[src/include/rsc_cfg.svh]
// Constants of the radio state control block: offsets, fields, codes and timing
// ****************************************************************************
// Overview of operation
// - Status register bits 4:0 show the current radio state, read only.
// - Basic state codes: 00 power-on, 01/02 busy, 06 listen, 08 off, 09 synth, 0F sleep.
// - Extended codes 11, 12, 16, 19 appear only in the extended modes.
// - Code 1F is shown while a state transition is still running.
// - In sleep the registers cannot be reached; host must not read sleep code.
// - Status bit 7 flags Channel_assess_done, bit 6 its result, bit 5 reserved zero.
// - A write of 06, 08, 09, 16 or 19 in another stable state starts a transition toward it; power-on takes only 08.
// - Command 00 does nothing, 03 forces off, 04 forces synth, 02 launches transmit.
// - Commands 06 listen, 08 off, 09 synth; 16 and 19 enter extended modes.
// - The command field holds zero after reset.
// - Transmission begins one symbol period after the launch command in synth; in retry transmit, one symbol after a clear CCA.
// - Force-synth is ignored in power-on, sleep and the wake-up transition out of sleep.
// - A rising trigger pin edge starts some transitions instead of a command.
// - Command register bits 7:5 hold the read-only transaction result.
// - Commands arriving while busy in auto-ack receive wait until it finishes.
// - Force-off and force-synth abort auto-ack receive immediately.
// - Auto-ack receive always checks the FCS of each incoming frame.
// - Retry transmit accepts an ACK in time, FCS good, sequence matching; pending bit picks result.
// - Auto-ack receive raises address-match, reports only filtered good frames, acks on request.
// - Retry transmit does CSMA-CA with backoff, waits ACK, retries, reports.
// - Retry transmit transaction starts on trigger edge or launch command.
// - Off to an extended mode passes through synth; synth lock event is raised.
// ****************************************************************************
`ifndef RSC_CFG_SVH
`define RSC_CFG_SVH

// ****************************************************************************
// Register map and fields
// ****************************************************************************
`define RSC_OFS_STATUS 6'h01
`define RSC_OFS_STATE_CMD 6'h02
`define RSC_CODE_MSB 4
`define RSC_CHANNEL_ASSESS_DONE_BIT 7
`define RSC_CCA_IDLE_BIT 6
`define RSC_TRAC_LSB 5
`define RSC_CMD_RESET 5'h00
`define RSC_TRAC_RESET 3'h0
`define RSC_LFSR_SEED 8'hA5

// ****************************************************************************
// Command codes
// ****************************************************************************
`define RSC_CMD_NOP 5'h00
`define RSC_CMD_TX_START 5'h02
`define RSC_CMD_FORCE_OFF 5'h03
`define RSC_CMD_FORCE_SYNTH 5'h04
`define RSC_CMD_RX_LISTEN 5'h06
`define RSC_CMD_OFF 5'h08
`define RSC_CMD_SYNTH 5'h09
`define RSC_CMD_AACK 5'h16
`define RSC_CMD_ARET 5'h19

// ****************************************************************************
// State codes
// ****************************************************************************
`define RSC_ST_P_ON 5'h00
`define RSC_ST_BUSY_RX 5'h01
`define RSC_ST_BUSY_TX 5'h02
`define RSC_ST_RX_LISTEN 5'h06
`define RSC_ST_OFF 5'h08
`define RSC_ST_SYNTH 5'h09
`define RSC_ST_SLEEP 5'h0F
`define RSC_ST_AACK_BUSY 5'h11
`define RSC_ST_ARET_BUSY 5'h12
`define RSC_ST_AACK_LISTEN 5'h16
`define RSC_ST_ARET_READY 5'h19
`define RSC_ST_IN_TRANSITION 5'h1F

// ****************************************************************************
// Transaction result codes
// ****************************************************************************
`define RSC_TRAC_SUCCESS 3'h0
`define RSC_TRAC_SUCCESS_PENDING 3'h1
`define RSC_TRAC_CHANNEL_FAIL 3'h3
`define RSC_TRAC_NO_ACK 3'h5

// ****************************************************************************
// Timing
// ****************************************************************************
`define RSC_CLK_PERIOD_NS 100
`define RSC_NS_TO_CYC(ns) (((ns) + `RSC_CLK_PERIOD_NS - 1) / `RSC_CLK_PERIOD_NS)
`define RSC_T_FAST_NS 1000
`define RSC_T_SETTLE_NS 80000
`define RSC_T_SYMBOL_NS 16000
`define RSC_T_PON_NS 360000
`define RSC_T_WAKE_NS 1000000
`define RSC_T_ACK_WAIT_NS 864000
`define RSC_T_FAST_CYC `RSC_NS_TO_CYC(`RSC_T_FAST_NS)
`define RSC_T_SETTLE_CYC `RSC_NS_TO_CYC(`RSC_T_SETTLE_NS)
`define RSC_T_SYMBOL_CYC `RSC_NS_TO_CYC(`RSC_T_SYMBOL_NS)
`define RSC_T_PON_CYC `RSC_NS_TO_CYC(`RSC_T_PON_NS)
`define RSC_T_WAKE_CYC `RSC_NS_TO_CYC(`RSC_T_WAKE_NS)
`define RSC_T_ACK_WAIT_CYC `RSC_NS_TO_CYC(`RSC_T_ACK_WAIT_NS)
`define RSC_TMR_W 14

`endif

[src/include/rsc_pkg.sv]
// Types of the radio state control block
package rsc_pkg;

  typedef enum logic [4:0] {
    ST_P_ON, ST_SLEEP, ST_WAKE, ST_OFF, ST_SYNTH, ST_RX_LISTEN, ST_RX_BUSY, ST_TX_BUSY, ST_TRANS,
    ST_AACK_LISTEN, ST_AACK_BUSY, ST_AACK_ACKTX,
    ST_ARET_READY, ST_ARET_BACKOFF, ST_ARET_CCA, ST_ARET_TX, ST_ARET_ACKWAIT
  } rsc_state_t;

  typedef struct packed {
    logic wr;
    logic rd;
    logic [5:0] addr;
    logic [7:0] wdata;
  } rsc_reg_req_t;

  typedef struct packed {
    logic rx_start;
    logic rx_end;
    logic fcs_ok;
    logic addr_match;
    logic ack_req;
  } rsc_rx_evt_t;

  typedef struct packed {
    logic ack_rx;
    logic fcs_ok;
    logic seq_ok;
    logic pending;
  } rsc_ack_evt_t;

  typedef struct packed {
    logic tx_start;
    logic ack_tx_start;
    logic cca_req;
    logic frame_rcvd;
    logic addr_match_event;
    logic synth_lock_event;
    logic aret_done;
  } rsc_radio_ctl_t;

endpackage : rsc_pkg

[src/logic/rsc_rise_detect.sv]
// Rising edge detector for the trigger pin
`timescale 1ns/1ps
`default_nettype none
module rsc_rise_detect (
  input wire logic clk_sys_i,
  input wire logic sys_rst_i,
  input wire logic level_i,
  output logic rise_o
);
  typedef struct packed {
    logic prev;
  } rsc_edge_t;

  rsc_edge_t edge_reg;
  rsc_edge_t edge_next;

  always_comb
  begin
    edge_next.prev = level_i;
  end

  // Reset to high so a pin held high through reset is not seen as an edge
  always_ff @(posedge clk_sys_i)
  begin
    if (sys_rst_i)
      edge_reg <= '1;
    else
      edge_reg <= edge_next;
  end

  assign rise_o = level_i && !edge_reg.prev;

endmodule : rsc_rise_detect
`default_nettype wire

[src/logic/rsc_state_ctrl.sv]
// Radio state controller: command decode, state tracking, status readback, MAC modes
`timescale 1ns/1ps
`default_nettype none
`include "rsc_cfg.svh"
module rsc_state_ctrl #(
  parameter int unsigned T_FAST_CYC = `RSC_T_FAST_CYC,
  parameter int unsigned T_SETTLE_CYC = `RSC_T_SETTLE_CYC,
  parameter int unsigned T_SYMBOL_CYC = `RSC_T_SYMBOL_CYC,
  parameter int unsigned T_PON_CYC = `RSC_T_PON_CYC,
  parameter int unsigned T_WAKE_CYC = `RSC_T_WAKE_CYC,
  parameter int unsigned T_ACK_WAIT_CYC = `RSC_T_ACK_WAIT_CYC,
  parameter logic [3:0] MAX_CSMA_RETRIES = 4'h4,
  parameter logic [3:0] MAX_FRAME_RETRIES = 4'h3
) (
  input wire logic clk_sys_i,
  input wire logic sys_rst_i,
  input wire rsc_pkg::rsc_reg_req_t reg_req_i,
  output logic [7:0] reg_rdata_o,
  input wire logic sleep_or_tx_trigger_i,
  input wire rsc_pkg::rsc_rx_evt_t rx_evt_i,
  input wire logic tx_done_i,
  input wire logic tx_ack_req_i,
  input wire rsc_pkg::rsc_ack_evt_t ack_evt_i,
  input wire logic channel_assess_done_i,
  input wire logic cca_busy_i,
  output rsc_pkg::rsc_radio_ctl_t radio_ctl_o,
  output logic [4:0] radio_state_code_o
);
  import rsc_pkg::*;

  localparam int unsigned TW = `RSC_TMR_W;

  typedef struct packed {
    rsc_state_t st;
    rsc_state_t tgt;
    logic from_off;
    logic [4:0] cmd;
    logic [4:0] pend_cmd;
    logic pend_vld;
    logic [2:0] trac;
    logic channel_assess_done;
    logic cca_idle;
    logic amatch;
    logic launched;
    logic [3:0] csma_cnt;
    logic [3:0] frame_cnt;
    logic [7:0] lfsr;
    logic [7:0] rdata;
    rsc_radio_ctl_t ctl;
  } rsc_core_t;

  rsc_core_t s_reg;
  rsc_core_t s_next;

  logic trig_rise;
  logic tmr_exp;
  logic tmr_load;
  logic [TW-1:0] tmr_val;

  // ****************************************************************************
  // Helpers
  // ****************************************************************************
  rsc_rise_detect u_trig (
    .clk_sys_i(clk_sys_i),
    .sys_rst_i(sys_rst_i),
    .level_i(sleep_or_tx_trigger_i),
    .rise_o(trig_rise)
  );

  rsc_timer #(.W(TW)) u_tmr (
    .clk_sys_i(clk_sys_i),
    .sys_rst_i(sys_rst_i),
    .load_i(tmr_load),
    .value_i(tmr_val),
    .expire_o(tmr_exp)
  );

  function automatic logic [4:0] state_code(input rsc_state_t st);
    logic [4:0] c;
    c = `RSC_ST_ARET_BUSY;
    unique case (st)
      ST_P_ON: c = `RSC_ST_P_ON;
      ST_SLEEP: c = `RSC_ST_SLEEP;
      ST_OFF: c = `RSC_ST_OFF;
      ST_SYNTH: c = `RSC_ST_SYNTH;
      ST_RX_LISTEN: c = `RSC_ST_RX_LISTEN;
      ST_RX_BUSY: c = `RSC_ST_BUSY_RX;
      ST_TX_BUSY: c = `RSC_ST_BUSY_TX;
      ST_WAKE, ST_TRANS: c = `RSC_ST_IN_TRANSITION;
      ST_AACK_LISTEN: c = `RSC_ST_AACK_LISTEN;
      ST_AACK_BUSY, ST_AACK_ACKTX: c = `RSC_ST_AACK_BUSY;
      ST_ARET_READY: c = `RSC_ST_ARET_READY;
      ST_ARET_BACKOFF, ST_ARET_CCA, ST_ARET_TX, ST_ARET_ACKWAIT: c = `RSC_ST_ARET_BUSY;
    endcase
    return c;
  endfunction : state_code

  // ****************************************************************************
  // Next state
  // ****************************************************************************
  logic wr_cmd;
  logic busy;
  logic stable;
  logic use_cmd;
  logic [4:0] cur;
  logic go;
  rsc_state_t go_tgt;
  logic [TW-1:0] go_cyc;

  always_comb
  begin
    s_next = s_reg;
    s_next.ctl = '0;
    s_next.lfsr = {s_reg.lfsr[6:0], s_reg.lfsr[7] ^ s_reg.lfsr[5] ^ s_reg.lfsr[4] ^ s_reg.lfsr[3]};
    tmr_load = 1'b0;
    tmr_val = '0;
    go = 1'b0;
    go_tgt = s_reg.st;
    go_cyc = '0;
    use_cmd = 1'b0;
    cur = `RSC_CMD_NOP;
    // Registers are unreachable in sleep
    wr_cmd = reg_req_i.wr && (reg_req_i.addr == `RSC_OFS_STATE_CMD) && (s_reg.st != ST_SLEEP);
    busy = s_reg.st inside {ST_RX_BUSY, ST_TX_BUSY, ST_AACK_BUSY, ST_AACK_ACKTX,
                            ST_ARET_BACKOFF, ST_ARET_CCA, ST_ARET_TX, ST_ARET_ACKWAIT};
    stable = !busy && !(s_reg.st inside {ST_TRANS, ST_WAKE, ST_SLEEP});

    if (wr_cmd)
    begin
      s_next.cmd = reg_req_i.wdata[`RSC_CODE_MSB:0];
    end

    // Per-state events
    unique case (s_reg.st)
      ST_TRANS:
      begin
        if (tmr_exp)
        begin
          s_next.st = s_reg.tgt;
          s_next.ctl.synth_lock_event = s_reg.from_off;
        end
      end
      ST_WAKE:
      begin
        if (tmr_exp)
          s_next.st = ST_OFF;
      end
      ST_RX_LISTEN:
      begin
        if (rx_evt_i.rx_start)
          s_next.st = ST_RX_BUSY;
      end
      ST_RX_BUSY:
      begin
        if (rx_evt_i.rx_end)
        begin
          s_next.st = ST_RX_LISTEN;
          s_next.ctl.frame_rcvd = 1'b1;
        end
      end
      ST_TX_BUSY, ST_ARET_TX:
      begin
        if (tmr_exp && !s_reg.launched)
        begin
          s_next.ctl.tx_start = 1'b1;
          s_next.launched = 1'b1;
        end
        if (tx_done_i && s_reg.launched)
        begin
          if (s_reg.st == ST_TX_BUSY)
            s_next.st = ST_SYNTH;
          else if (tx_ack_req_i)
          begin
            s_next.st = ST_ARET_ACKWAIT;
            tmr_load = 1'b1;
            tmr_val = TW'(T_ACK_WAIT_CYC);
          end
          else
          begin
            s_next.st = ST_ARET_READY;
            s_next.trac = `RSC_TRAC_SUCCESS;
            s_next.ctl.aret_done = 1'b1;
          end
        end
      end
      ST_AACK_LISTEN:
      begin
        if (rx_evt_i.rx_start)
        begin
          s_next.st = ST_AACK_BUSY;
          s_next.amatch = 1'b0;
        end
      end
      ST_AACK_BUSY:
      begin
        if (rx_evt_i.addr_match)
        begin
          s_next.amatch = 1'b1;
          s_next.ctl.addr_match_event = 1'b1;
        end
        if (rx_evt_i.rx_end)
        begin
          s_next.st = ST_AACK_LISTEN;
          // Frames failing the filter or FCS are dropped silently
          if (rx_evt_i.fcs_ok && (s_reg.amatch || rx_evt_i.addr_match))
          begin
            s_next.ctl.frame_rcvd = 1'b1;
            s_next.trac = `RSC_TRAC_SUCCESS;
            if (rx_evt_i.ack_req)
            begin
              s_next.st = ST_AACK_ACKTX;
              s_next.ctl.ack_tx_start = 1'b1;
            end
          end
        end
      end
      ST_AACK_ACKTX:
      begin
        if (tx_done_i)
          s_next.st = ST_AACK_LISTEN;
      end
      ST_ARET_BACKOFF:
      begin
        if (tmr_exp)
        begin
          s_next.st = ST_ARET_CCA;
          s_next.ctl.cca_req = 1'b1;
          s_next.channel_assess_done = 1'b0;
        end
      end
      ST_ARET_CCA:
      begin
        if (channel_assess_done_i && !cca_busy_i)
        begin
          s_next.st = ST_ARET_TX;
          s_next.launched = 1'b0;
          tmr_load = 1'b1;
          tmr_val = TW'(T_SYMBOL_CYC);
        end
        else if (channel_assess_done_i && (s_reg.csma_cnt == MAX_CSMA_RETRIES))
        begin
          s_next.st = ST_ARET_READY;
          s_next.trac = `RSC_TRAC_CHANNEL_FAIL;
          s_next.ctl.aret_done = 1'b1;
        end
        else if (channel_assess_done_i)
        begin
          s_next.st = ST_ARET_BACKOFF;
          s_next.csma_cnt = s_reg.csma_cnt + 4'h1;
          tmr_load = 1'b1;
          tmr_val = {3'h0, s_reg.lfsr[2:0], 8'hFF};
        end
      end
      ST_ARET_ACKWAIT:
      begin
        if (ack_evt_i.ack_rx && ack_evt_i.fcs_ok && ack_evt_i.seq_ok)
        begin
          s_next.st = ST_ARET_READY;
          s_next.trac = ack_evt_i.pending ? `RSC_TRAC_SUCCESS_PENDING : `RSC_TRAC_SUCCESS;
          s_next.ctl.aret_done = 1'b1;
        end
        else if (tmr_exp && (s_reg.frame_cnt == MAX_FRAME_RETRIES))
        begin
          s_next.st = ST_ARET_READY;
          s_next.trac = `RSC_TRAC_NO_ACK;
          s_next.ctl.aret_done = 1'b1;
        end
        else if (tmr_exp)
        begin
          s_next.st = ST_ARET_BACKOFF;
          s_next.frame_cnt = s_reg.frame_cnt + 4'h1;
          s_next.csma_cnt = '0;
          tmr_load = 1'b1;
          tmr_val = {3'h0, s_reg.lfsr[2:0], 8'hFF};
        end
      end
      default:
      begin
      end
    endcase

    // CCA result, a new result wins over the clear above
    if (channel_assess_done_i)
    begin
      s_next.channel_assess_done = 1'b1;
      s_next.cca_idle = !cca_busy_i;
    end

    // Command selection: forced, deferred or applied
    if (wr_cmd && (reg_req_i.wdata[4:0] inside {`RSC_CMD_FORCE_OFF, `RSC_CMD_FORCE_SYNTH}))
    begin
      if (!(s_reg.st inside {ST_P_ON, ST_SLEEP, ST_WAKE}))
      begin
        go = 1'b1;
        go_tgt = (reg_req_i.wdata[4:0] == `RSC_CMD_FORCE_OFF) ? ST_OFF : ST_SYNTH;
        go_cyc = TW'(T_FAST_CYC);
        s_next.pend_vld = 1'b0;
      end
    end
    else if (wr_cmd && busy && (reg_req_i.wdata[4:0] != `RSC_CMD_NOP))
    begin
      s_next.pend_cmd = reg_req_i.wdata[4:0];
      s_next.pend_vld = 1'b1;
    end
    else if (wr_cmd && stable)
    begin
      use_cmd = 1'b1;
      cur = reg_req_i.wdata[4:0];
    end
    else if (s_reg.pend_vld && stable)
    begin
      use_cmd = 1'b1;
      cur = s_reg.pend_cmd;
      s_next.pend_vld = 1'b0;
    end
    // A write during a transition is dropped, except force-off or force-synth outside the wake-up: the host must wait for a stable code

    if (use_cmd)
    begin
      unique case (cur)
        `RSC_CMD_OFF:
        begin
          go = (s_reg.st != ST_OFF);
          go_tgt = ST_OFF;
          go_cyc = (s_reg.st == ST_P_ON) ? TW'(T_PON_CYC) : TW'(T_FAST_CYC);
        end
        `RSC_CMD_SYNTH, `RSC_CMD_RX_LISTEN:
        begin
          go_tgt = (cur == `RSC_CMD_SYNTH) ? ST_SYNTH : ST_RX_LISTEN;
          go = (s_reg.st != ST_P_ON) && (s_reg.st != go_tgt);
          go_cyc = (s_reg.st == ST_OFF) ? TW'(T_SETTLE_CYC) : TW'(T_FAST_CYC);
        end
        `RSC_CMD_AACK, `RSC_CMD_ARET:
        begin
          go_tgt = (cur == `RSC_CMD_AACK) ? ST_AACK_LISTEN : ST_ARET_READY;
          go = (s_reg.st != ST_P_ON) && (s_reg.st != go_tgt);
          go_cyc = TW'(T_FAST_CYC);
          if (s_reg.st == ST_OFF)
          begin
            go_tgt = ST_SYNTH;
            go_cyc = TW'(T_SETTLE_CYC);
            s_next.pend_cmd = cur;
            s_next.pend_vld = 1'b1;
          end
        end
        `RSC_CMD_TX_START:
        begin
          if (s_reg.st == ST_SYNTH)
          begin
            s_next.st = ST_TX_BUSY;
            s_next.launched = 1'b0;
            tmr_load = 1'b1;
            tmr_val = TW'(T_SYMBOL_CYC);
          end
          else if (s_reg.st == ST_ARET_READY)
          begin
            s_next.st = ST_ARET_BACKOFF;
            s_next.csma_cnt = '0;
            s_next.frame_cnt = '0;
            tmr_load = 1'b1;
            tmr_val = {3'h0, s_reg.lfsr[2:0], 8'hFF};
          end
        end
        default:
        begin
          // No operation and reserved values leave the state alone
        end
      endcase
    end
    else if (trig_rise)
    begin
      if (s_reg.st == ST_OFF)
        s_next.st = ST_SLEEP;
      else if (s_reg.st == ST_SLEEP)
      begin
        s_next.st = ST_WAKE;
        tmr_load = 1'b1;
        tmr_val = TW'(T_WAKE_CYC);
      end
      else if (s_reg.st == ST_SYNTH)
      begin
        s_next.st = ST_TX_BUSY;
        s_next.launched = 1'b0;
        tmr_load = 1'b1;
        tmr_val = TW'(T_SYMBOL_CYC);
      end
      else if (s_reg.st == ST_ARET_READY)
      begin
        s_next.st = ST_ARET_BACKOFF;
        s_next.csma_cnt = '0;
        s_next.frame_cnt = '0;
        tmr_load = 1'b1;
        tmr_val = {3'h0, s_reg.lfsr[2:0], 8'hFF};
      end
    end

    if (go)
    begin
      s_next.st = ST_TRANS;
      s_next.tgt = go_tgt;
      s_next.from_off = (s_reg.st == ST_OFF);
      tmr_load = 1'b1;
      tmr_val = go_cyc;
    end

    // Register readback
    if (reg_req_i.rd)
    begin
      s_next.rdata = 8'h00;
      if (s_reg.st != ST_SLEEP)
      begin
        if (reg_req_i.addr == `RSC_OFS_STATUS)
          s_next.rdata = {s_reg.channel_assess_done, s_reg.cca_idle, 1'b0, state_code(s_reg.st)};
        else if (reg_req_i.addr == `RSC_OFS_STATE_CMD)
          s_next.rdata = {s_reg.trac, s_reg.cmd};
      end
    end
  end

  // ****************************************************************************
  // State register
  // ****************************************************************************
  always_ff @(posedge clk_sys_i)
  begin
    if (sys_rst_i)
    begin
      s_reg <= '0;
      s_reg.cmd <= `RSC_CMD_RESET;
      s_reg.trac <= `RSC_TRAC_RESET;
      s_reg.lfsr <= `RSC_LFSR_SEED;
    end
    else
    begin
      s_reg <= s_next;
    end
  end

  assign reg_rdata_o = s_reg.rdata;
  assign radio_ctl_o = s_reg.ctl;
  assign radio_state_code_o = state_code(s_reg.st);

endmodule : rsc_state_ctrl
`default_nettype wire

[src/logic/rsc_timer.sv]
// Down counter that pulses once a loaded number of cycles has passed
`timescale 1ns/1ps
`default_nettype none
module rsc_timer #(
  parameter int unsigned W = 14
) (
  input wire logic clk_sys_i,
  input wire logic sys_rst_i,
  input wire logic load_i,
  input wire logic [W-1:0] value_i,
  output logic expire_o
);
  typedef struct packed {
    logic [W-1:0] cnt;
  } rsc_tmr_t;

  rsc_tmr_t tmr_reg;
  rsc_tmr_t tmr_next;

  always_comb
  begin
    tmr_next = tmr_reg;
    if (load_i)
    begin
      tmr_next.cnt = value_i;
    end
    else if (tmr_reg.cnt != '0)
    begin
      tmr_next.cnt = tmr_reg.cnt - W'(1);
    end
  end

  always_ff @(posedge clk_sys_i)
  begin
    if (sys_rst_i)
      tmr_reg <= '0;
    else
      tmr_reg <= tmr_next;
  end

  // Taken from the count alone: the caller's load depends on this pulse
  assign expire_o = (tmr_reg.cnt == W'(1));

endmodule : rsc_timer
`default_nettype wire

[config.mk]
export PLATFORM = sky130hd
export DESIGN_NAME = rsc_state_ctrl
export DESIGN_NICKNAME = d
export VERILOG_FILES = /design/src/include/rsc_pkg.sv /design/src/logic/rsc_rise_detect.sv /design/src/logic/rsc_state_ctrl.sv /design/src/logic/rsc_timer.sv
export VERILOG_INCLUDE_DIRS = /design/src /design/src/include
export SDC_FILE = /design/constraint.sdc
export NUM_CORES = 1
export LEC_CHECK = 0
export ABC_AREA = 1
export BUFFER_PORTS_ARGS = -buffer_cell sky130_fd_sc_hd__buf_2
export CORE_UTILIZATION = 42
export DETAILED_ROUTE_END_ITERATION = 12
export GPL_ROUTABILITY_DRIVEN = 0
export SLEW_MARGIN = 40
export SYNTH_ARGS = -nofsm -noshare
export SYNTH_HDL_FRONTEND = slang
export SYNTH_SLANG_ARGS = --single-unit
[constraint.sdc]
create_clock -name clk_sys_i -period 9.2 [get_ports clk_sys_i]
set_input_delay 2.76 -clock clk_sys_i [delete_from_list [all_inputs] [get_ports clk_sys_i]]
set_output_delay 2.76 -clock clk_sys_i [all_outputs]
set_load 0.01 [all_outputs]
==> results of run 1 <==
-- power groups by stage --
| stage | logic [mW] | registers, mW | clock network (mW) |
|---|---|---|---|
| detailed placement | 0.421 | 0.406 | 0 |
| global placement | 0.414 | 0.405 | 0 |
| finish | 0.426 | 0.400 | 0.330 |
| floorplan | 0.340 | 0.387 | 0 |
| CTS | 0.423 | 0.398 | 0.337 |
| global route | 0.479 | 0.405 | 0.354 |
-- synthesized netlist by cell type (all sizes together), types with 2 or more instances --
library cell	instances
xnor2	6
inv	117
xor2	9
ha	5
o2111ai	4
clkbuf	11
buf	22
o211ai	7
nor2	126
o21ai	48
nand2	122
nor4	2
or2	8
nand4	26
a21oi	38
a31oi	5
o31ai	2
a221oi	9
dfxtp	75
o22ai	7
nand3	37
a211oi	6
nor3	25
-- metrics by stage --
| step | hold WS, ns | worst slack (ns) |
|---|---|---|
| global placement | 0.396 | 3.11 |
| finish | 0.416 | 3.66 |
| CTS | 0.418 | 3.67 |
| detailed placement | 0.401 | 3.32 |
| floorplan | 0.389 | 4.35 |
| global route | 0.449 | 3.25 |
-- routing by layer --
layer	up-vias	global-route usage, %	wire [um]
met5	-	0	0
met4	0	11.0	317
met3	24	4.09	696
met2	143	38.2	6070
met1	2263	32.3	6180
li1	2444	-	-
-- kinds of logic after synthesis --
| logic type | Yosys count |
|---|---|
| mux | 1 |
| compound gates | 132 |
| buf+inv | 151 |
| simple gates | 348 |
| xor+xnor | 15 |
| fa+ha+maj | 5 |
| flops | 75 |
-- worst reg2reg max path, stage by stage, from the launching register on --
cell      delay, ns
dfxtp_1        0.65
nor3_2         0.15
nand2_2        0.17
nand2_1        0.11
nor2_1         0.59
nand2_1        0.12
clkinv_1       0.08
o211ai_1       0.19
nor2_4         0.27
nand3_2        0.14
nand2_1        0.08
nand2_1        0.06
nor2_2         0.09
nand3_2        0.11
nand2_4        0.11
nand3_4        0.16
inv_2          0.20
nand2_2        0.15
a31oi_1        0.20
-- path summary, 6_finish.rpt --
kind              slack (ns)        end
hold / removal          0.42  s_reg[22]
hold reg to reg         0.42  s_reg[22]
setup / recovery        3.66  s_reg[24]
setup reg to reg        5.52  s_reg[56]
-- cell type report --
type / count / area, um2
flip-flops and latches: 75 / 1500
clock inverters: 2 / 10.0
repair buffers: 50 / 253
fillers: 1150 / 5700
clock buffers: 14 / 264
well taps: 140 / 175
multi-input cells: 501 / 2680
inverters: 118 / 445
==> impl_results.md, run 1 <==
* Final setup TNS at 0 ns
* Minimum clock period after layout at 5.54 ns
* Sw frac at about two fifths
* Post-CTS Setup Inserts at 0
* CTS tree: built
* VDD IR max at 0.142 mV
* CTS sink count at 75
* Kind of cell with the highest combined delay on the critical path: simple AND/OR/NAND/NOR gates
* Power Total at ~1.2 mW
* Non-Filler Instances at 900
* Die area at 11900 um2
* Area growth, synth to finish at 10.2%
* DR vias/cell at 5.42
* Vias at 4874
* Dpl cells at 884
* Layout cells sized above 1 at 16.7%
* Top_reg_cell synth: dfxtp_1
* Max Slew Vio Count at 0
* Largest family of logic cells by synthesized area: simple AND/OR/NAND/NOR gates
* Crit. path cell count at 12
* Pre-Repair DR Iteration Count at 4
* Top-area cell type share of the netlist area at 31.0%
* Post-synth top area cell: dfxtp_1
* Site Rows at 38
* Critical path class: primary input to flip-flop
* Ranking of synthesized cells by area: dfxtp_1 31%, inv_1 8.4%, nand2_1 8.4%, nor2_1 8.4%, o21ai_0 4.6%
* Worst Clk Skew at 0.00607 ns
* Number of flip-flops in the largest register at 38
* CTS HTree Levels at 3
* FF-to-FF Start: s_reg[55]
* Post-synthesis adder-cell area fraction at 1.29%
* Crit Path Max Fanout at 17
* Number of nets still failing antenna checks after routing at 0
* Starting Density at 43.8%
* Syn Inst Count at a little over 700
* NumNets Final at a little under 800
* Average cell area after synthesis at 6.65 um2
* Routed WL per cell at about 15 um
* Post-synth EDFFs at 0
* Largest stage delay, worst path at about 0.55 ns
* Synthesis-stage register bit count at 75
* Fin area at 5330 um2
* PwrDens at 217 nW/um2
* Post-layout util at 48.3%
* Mux cell area share after synthesis at 0.207%
* HP Class: flip-flop to flip-flop
* Die height at 109 um
* Post-CTS Resized at 0
* CP max-delay cell: nor2_2
* Kind of end point of the critical path: flip-flop
* Leakage at around 2.5 nW
* # diodes at 0
* R2R cell count at 18
* Global-route usage over all layers at 24.2%
* Largest net degree at the start of global routing at 37
* Root Buffer: clkbuf_16
* Net switching power at 0.449 mW
* Sequential fraction of the synthesis area at 31.0%
* Final period utilization at 60.2%
* Clock insertion delay at the later pin of the skew report at ~0.34 ns
* # DRC at 0
* Syn nets at 764
* Gr ovfl total at 0
* # port buffers at 48
* Final Hold Viols at 0
* # IOs at 52
* Post-Synth XOR/XNOR Area at 2.72%
* CP startpoint kind: primary input
* Fraction of the mapped netlist area in simple logic gates at between 30% and 40%
* Dpl cell area at 5050 um2
* Critical Path RT at 9.43 ns
* CP startpoint: reg_req_i[13]
* Die X at 109 um
* Least-Margin Pin Slew at 0.756 ns
* Hold depth at 1
* Synth Area in Compound Gates at about 17%
* Headroom to the max-slew limit at between 40% and 50%
* Num CTS Buffers at 9
* Hold buffer count at CTS at 0
* CP Cell Sequence: buf_2, nor2_1, nand4_1, nor2_2, nand2_2, o211ai_1, buf_2, inv_1, o31ai_1, a21oi_1, o211ai_1, inv_1
* First-pass GRT wire length at 22000 um
* Status: complete, no violations
* Setup repair after global routing missed its margin: no
* Clock share of power at ~28%
* Final setup fails at 0
* Number of global-route vias before repair at around 4500
* Max-Cap Viols at 0
* CTS Buffer Depth at 2
* Internal power at 0.706 mW
* Post-synthesis cell type count at 50
* Netlist Area Pre-Place at 4840 um2
* Synth Warn # at 0
* Core area at 11000 um2
* HP Start: s_next[22]
* Initial DRC count at between 300 and 400
* Worst-path clk slew at 0.05 ns
* FFs w/ async S/R, synth at 0%
* Most frequent cells in the layout: 108 x nand2_1, 107 x inv_1, 107 x nor2_1, 75 x dfxtp_1, 49 x buf_2
* Initial antenna violation count at 0
* Logic pwr share at between 30% and 40%
* Post-DP HPWL at 10100 um
* Fmax at 181 MHz
* Arrival time worst endpoint at about 5.8 ns
* Buffer and inverter count on the worst path at 4
* Most common cell after layout, fill and taps aside: nand2_1
* Flop pwr share at 34.6%
* Routed wire length at 13300 um
Power figures use the tool's default switching activity.
==> run 2: changes to the inputs <==
Clock period 9.2 ns to 5.7 ns, I/O delays scaled along.
==> run 2 against run 1 <==
- total power up 66%
- final cell count up 0.11%
- first-iteration DRC count up 11%
- die area unchanged
- critical endpoint is now radio_state_code_o[0]
- clock skew about the same
- utilization up 0.42 points
- sequential power up 61%
==> impl_results.md, run 2 (synthesized netlist as in run 1, its figures left out) <==
* Clock insertion delay at the later pin of the skew report at 0.34 ns
* CP Cell Sequence: nor3_2, nand2_2, nand2_1, nor2_1, nand4_1, buf_2
* Fmax at 238 MHz
* Core area at between 10000 and 15000 um2
* # diodes at 0
* Area growth, synth to finish at 11.2%
* Site Rows at 38
* Critical Path RT at 3.99 ns
* Die area at 11900 um2
* Initial antenna violation count at 0
* Worst Hold End: s_reg[22]
* # IOs at 52
* CP startpoint kind: flip-flop
* Crit Path Max Fanout at 13
* Vias at 4813
* Least-Margin Pin Slew at about 0.77 ns
* # DRC at 0
* Global-route usage over all layers at 23.9%
* Pre-Repair DR Iteration Count at 6
* Met2 Use GR at 38.8%
* First-pass GRT wire length at 21900 um
* Number of fill cells in the layout at 1173
* Root Buffer: clkbuf_16
* CTS HTree Levels at 3
* Clock share of power at 30.8%
* CTS tree: built
* Reg2Reg Capture Point: s_reg[56]
* Hold buffer count at CTS at 0
* Arrival time worst endpoint at 2.49 ns
* NumNets Final at 793
* Number of global-route vias before repair at ~4500
* GRT met3 Usage at 4.68%
* Starting Density at 43.8%
* Final setup TNS at 0 ns
* Largest net degree at the start of global routing at 37
* Final period utilization at 73.7%
* Kind of cell with the highest combined delay on the critical path: simple AND/OR/NAND/NOR gates
* Internal power at roughly 1.2 mW
* Net switching power at roughly 0.73 mW
* CP max-delay cell: dfxtp_1
* R2R cell count at 19
* Busiest layer in global routing: met2
* Critical path class: flip-flop to output port
* Gr ovfl total at 0
* PwrDens at approximately 360 nW/um2
* Most common cell after layout, fill and taps aside: nand2_1
* Non-Filler Instances at 901
* VDD IR max at 0.165 mV
* Buffer and inverter count on the worst path at 1
* Number of nets still failing antenna checks after routing at 0
* Minimum clock period after layout at 4.20 ns
* Hold depth at 1
* Num CTS Buffers at 9
* Post-DP HPWL at 10000 um
* Power Total at 1.92 mW
* Dpl cells at 885
* Sw frac at 38.2%
* Status: complete, no violations
* Logic pwr share at a little over a third
* Headroom to the max-slew limit at 48.6%
* Most frequent cells in the layout: 108 x nand2_1, 107 x inv_1, 107 x nor2_1, 75 x dfxtp_1, 48 x buf_2
* Setup repair after global routing missed its margin: no
* Initial DRC count at approximately 340
* Post-CTS Resized at 0
* CTS Buffer Depth at 2
* Routed wire length at 13100 um
* HP Start: s_next[22]
* Leakage at 2.50 nW
* Die height at between 100 and 150 um
* Kind of end point of the critical path: output port
* Final setup fails at 0
* Max Slew Vio Count at 0
* FF-to-FF Start: s_reg[55]
* # port buffers at 48
* Worst Clk Skew at 0.00608 ns
* R2R setup slack at 1.95 ns
* Final Hold Viols at 0
* Largest stage delay, worst path at ~0.67 ns
* Max-Cap Viols at 0
* Flop pwr share at 33.6%
* Layout cells sized above 1 at between 10% and 20%
* Die X at 109 um
* Worst-path clk slew at 0.06 ns
* HP Class: flip-flop to flip-flop
* DR vias/cell at 5.34
* Number of flip-flops in the largest register at 38
* Met1 usage at 31.6%
* Routed WL per cell at about 15 um
* Post-CTS Setup Inserts at 0
* CTS sink count at 75
## run 2: worst max path at each step
stage	from	endpoint	cells past startpoint
after floorplan	reg_req_i[11]	u_tmr.tmr_reg[7]	18
after global routing	reg_req_i[13]	u_tmr.tmr_reg[8]	19
final	s_reg[55]	radio_state_code_o[0]	6
after detailed placement	reg_req_i[13]	u_tmr.tmr_reg[10]	19
after global placement	reg_req_i[11]	u_tmr.tmr_reg[2]	18
after CTS	reg_req_i[11]	u_tmr.tmr_reg[2]	18
## run 2: layout make-up
| type | count | area, um2 | area share [%] |
|---|---|---|---|
| Multi-Input combinational cell | 501 | 2680 | 49.9 |
| Sequential cell | 75 | 1500 | 27.9 |
| Inverter | 118 | 445 | 8.29 |
| Timing Repair Buffer | 51 | 263 | 4.89 |
| Clock buffer | 11 | 253 | 4.70 |
| Tap cell | 140 | 175 | 3.26 |
| Clock inverter | 5 | 57.6 | 1.07 |
## run 2: power by group through the flow
| stage | registers [mW] | clock network, mW | logic [mW] |
|---|---|---|---|
| after floorplan | 0.625 | 0 | 0.550 |
| after global placement | 0.653 | 0 | 0.669 |
| after detailed placement | 0.655 | 0 | 0.679 |
| after CTS | 0.643 | 0.609 | 0.683 |
| after global routing | 0.655 | 0.634 | 0.767 |
| final | 0.646 | 0.592 | 0.683 |
## run 2: metal layers
metal / vias to the layer above / routed length [um]
met5: - / 0
met4: 0 / 257
met3: 18 / 749
met2: 157 / 6120
met1: 2197 / 5990
li1: 2441 / -
## run 2: stage by stage
step / hold WS (ns) / setup slack [ns] / utilization, % / instance area, um2
CTS: 0.416 / 1.58 / 48.7 / 5370
global placement: 0.396 / 1.23 / 45.9 / 5060
floorplan: 0.389 / 1.90 / - / 4840
detailed placement: 0.398 / 1.22 / 45.9 / 5060
global route: 0.446 / 1.26 / 48.7 / 5380
finish: 0.414 / 1.50 / 48.7 / 5380
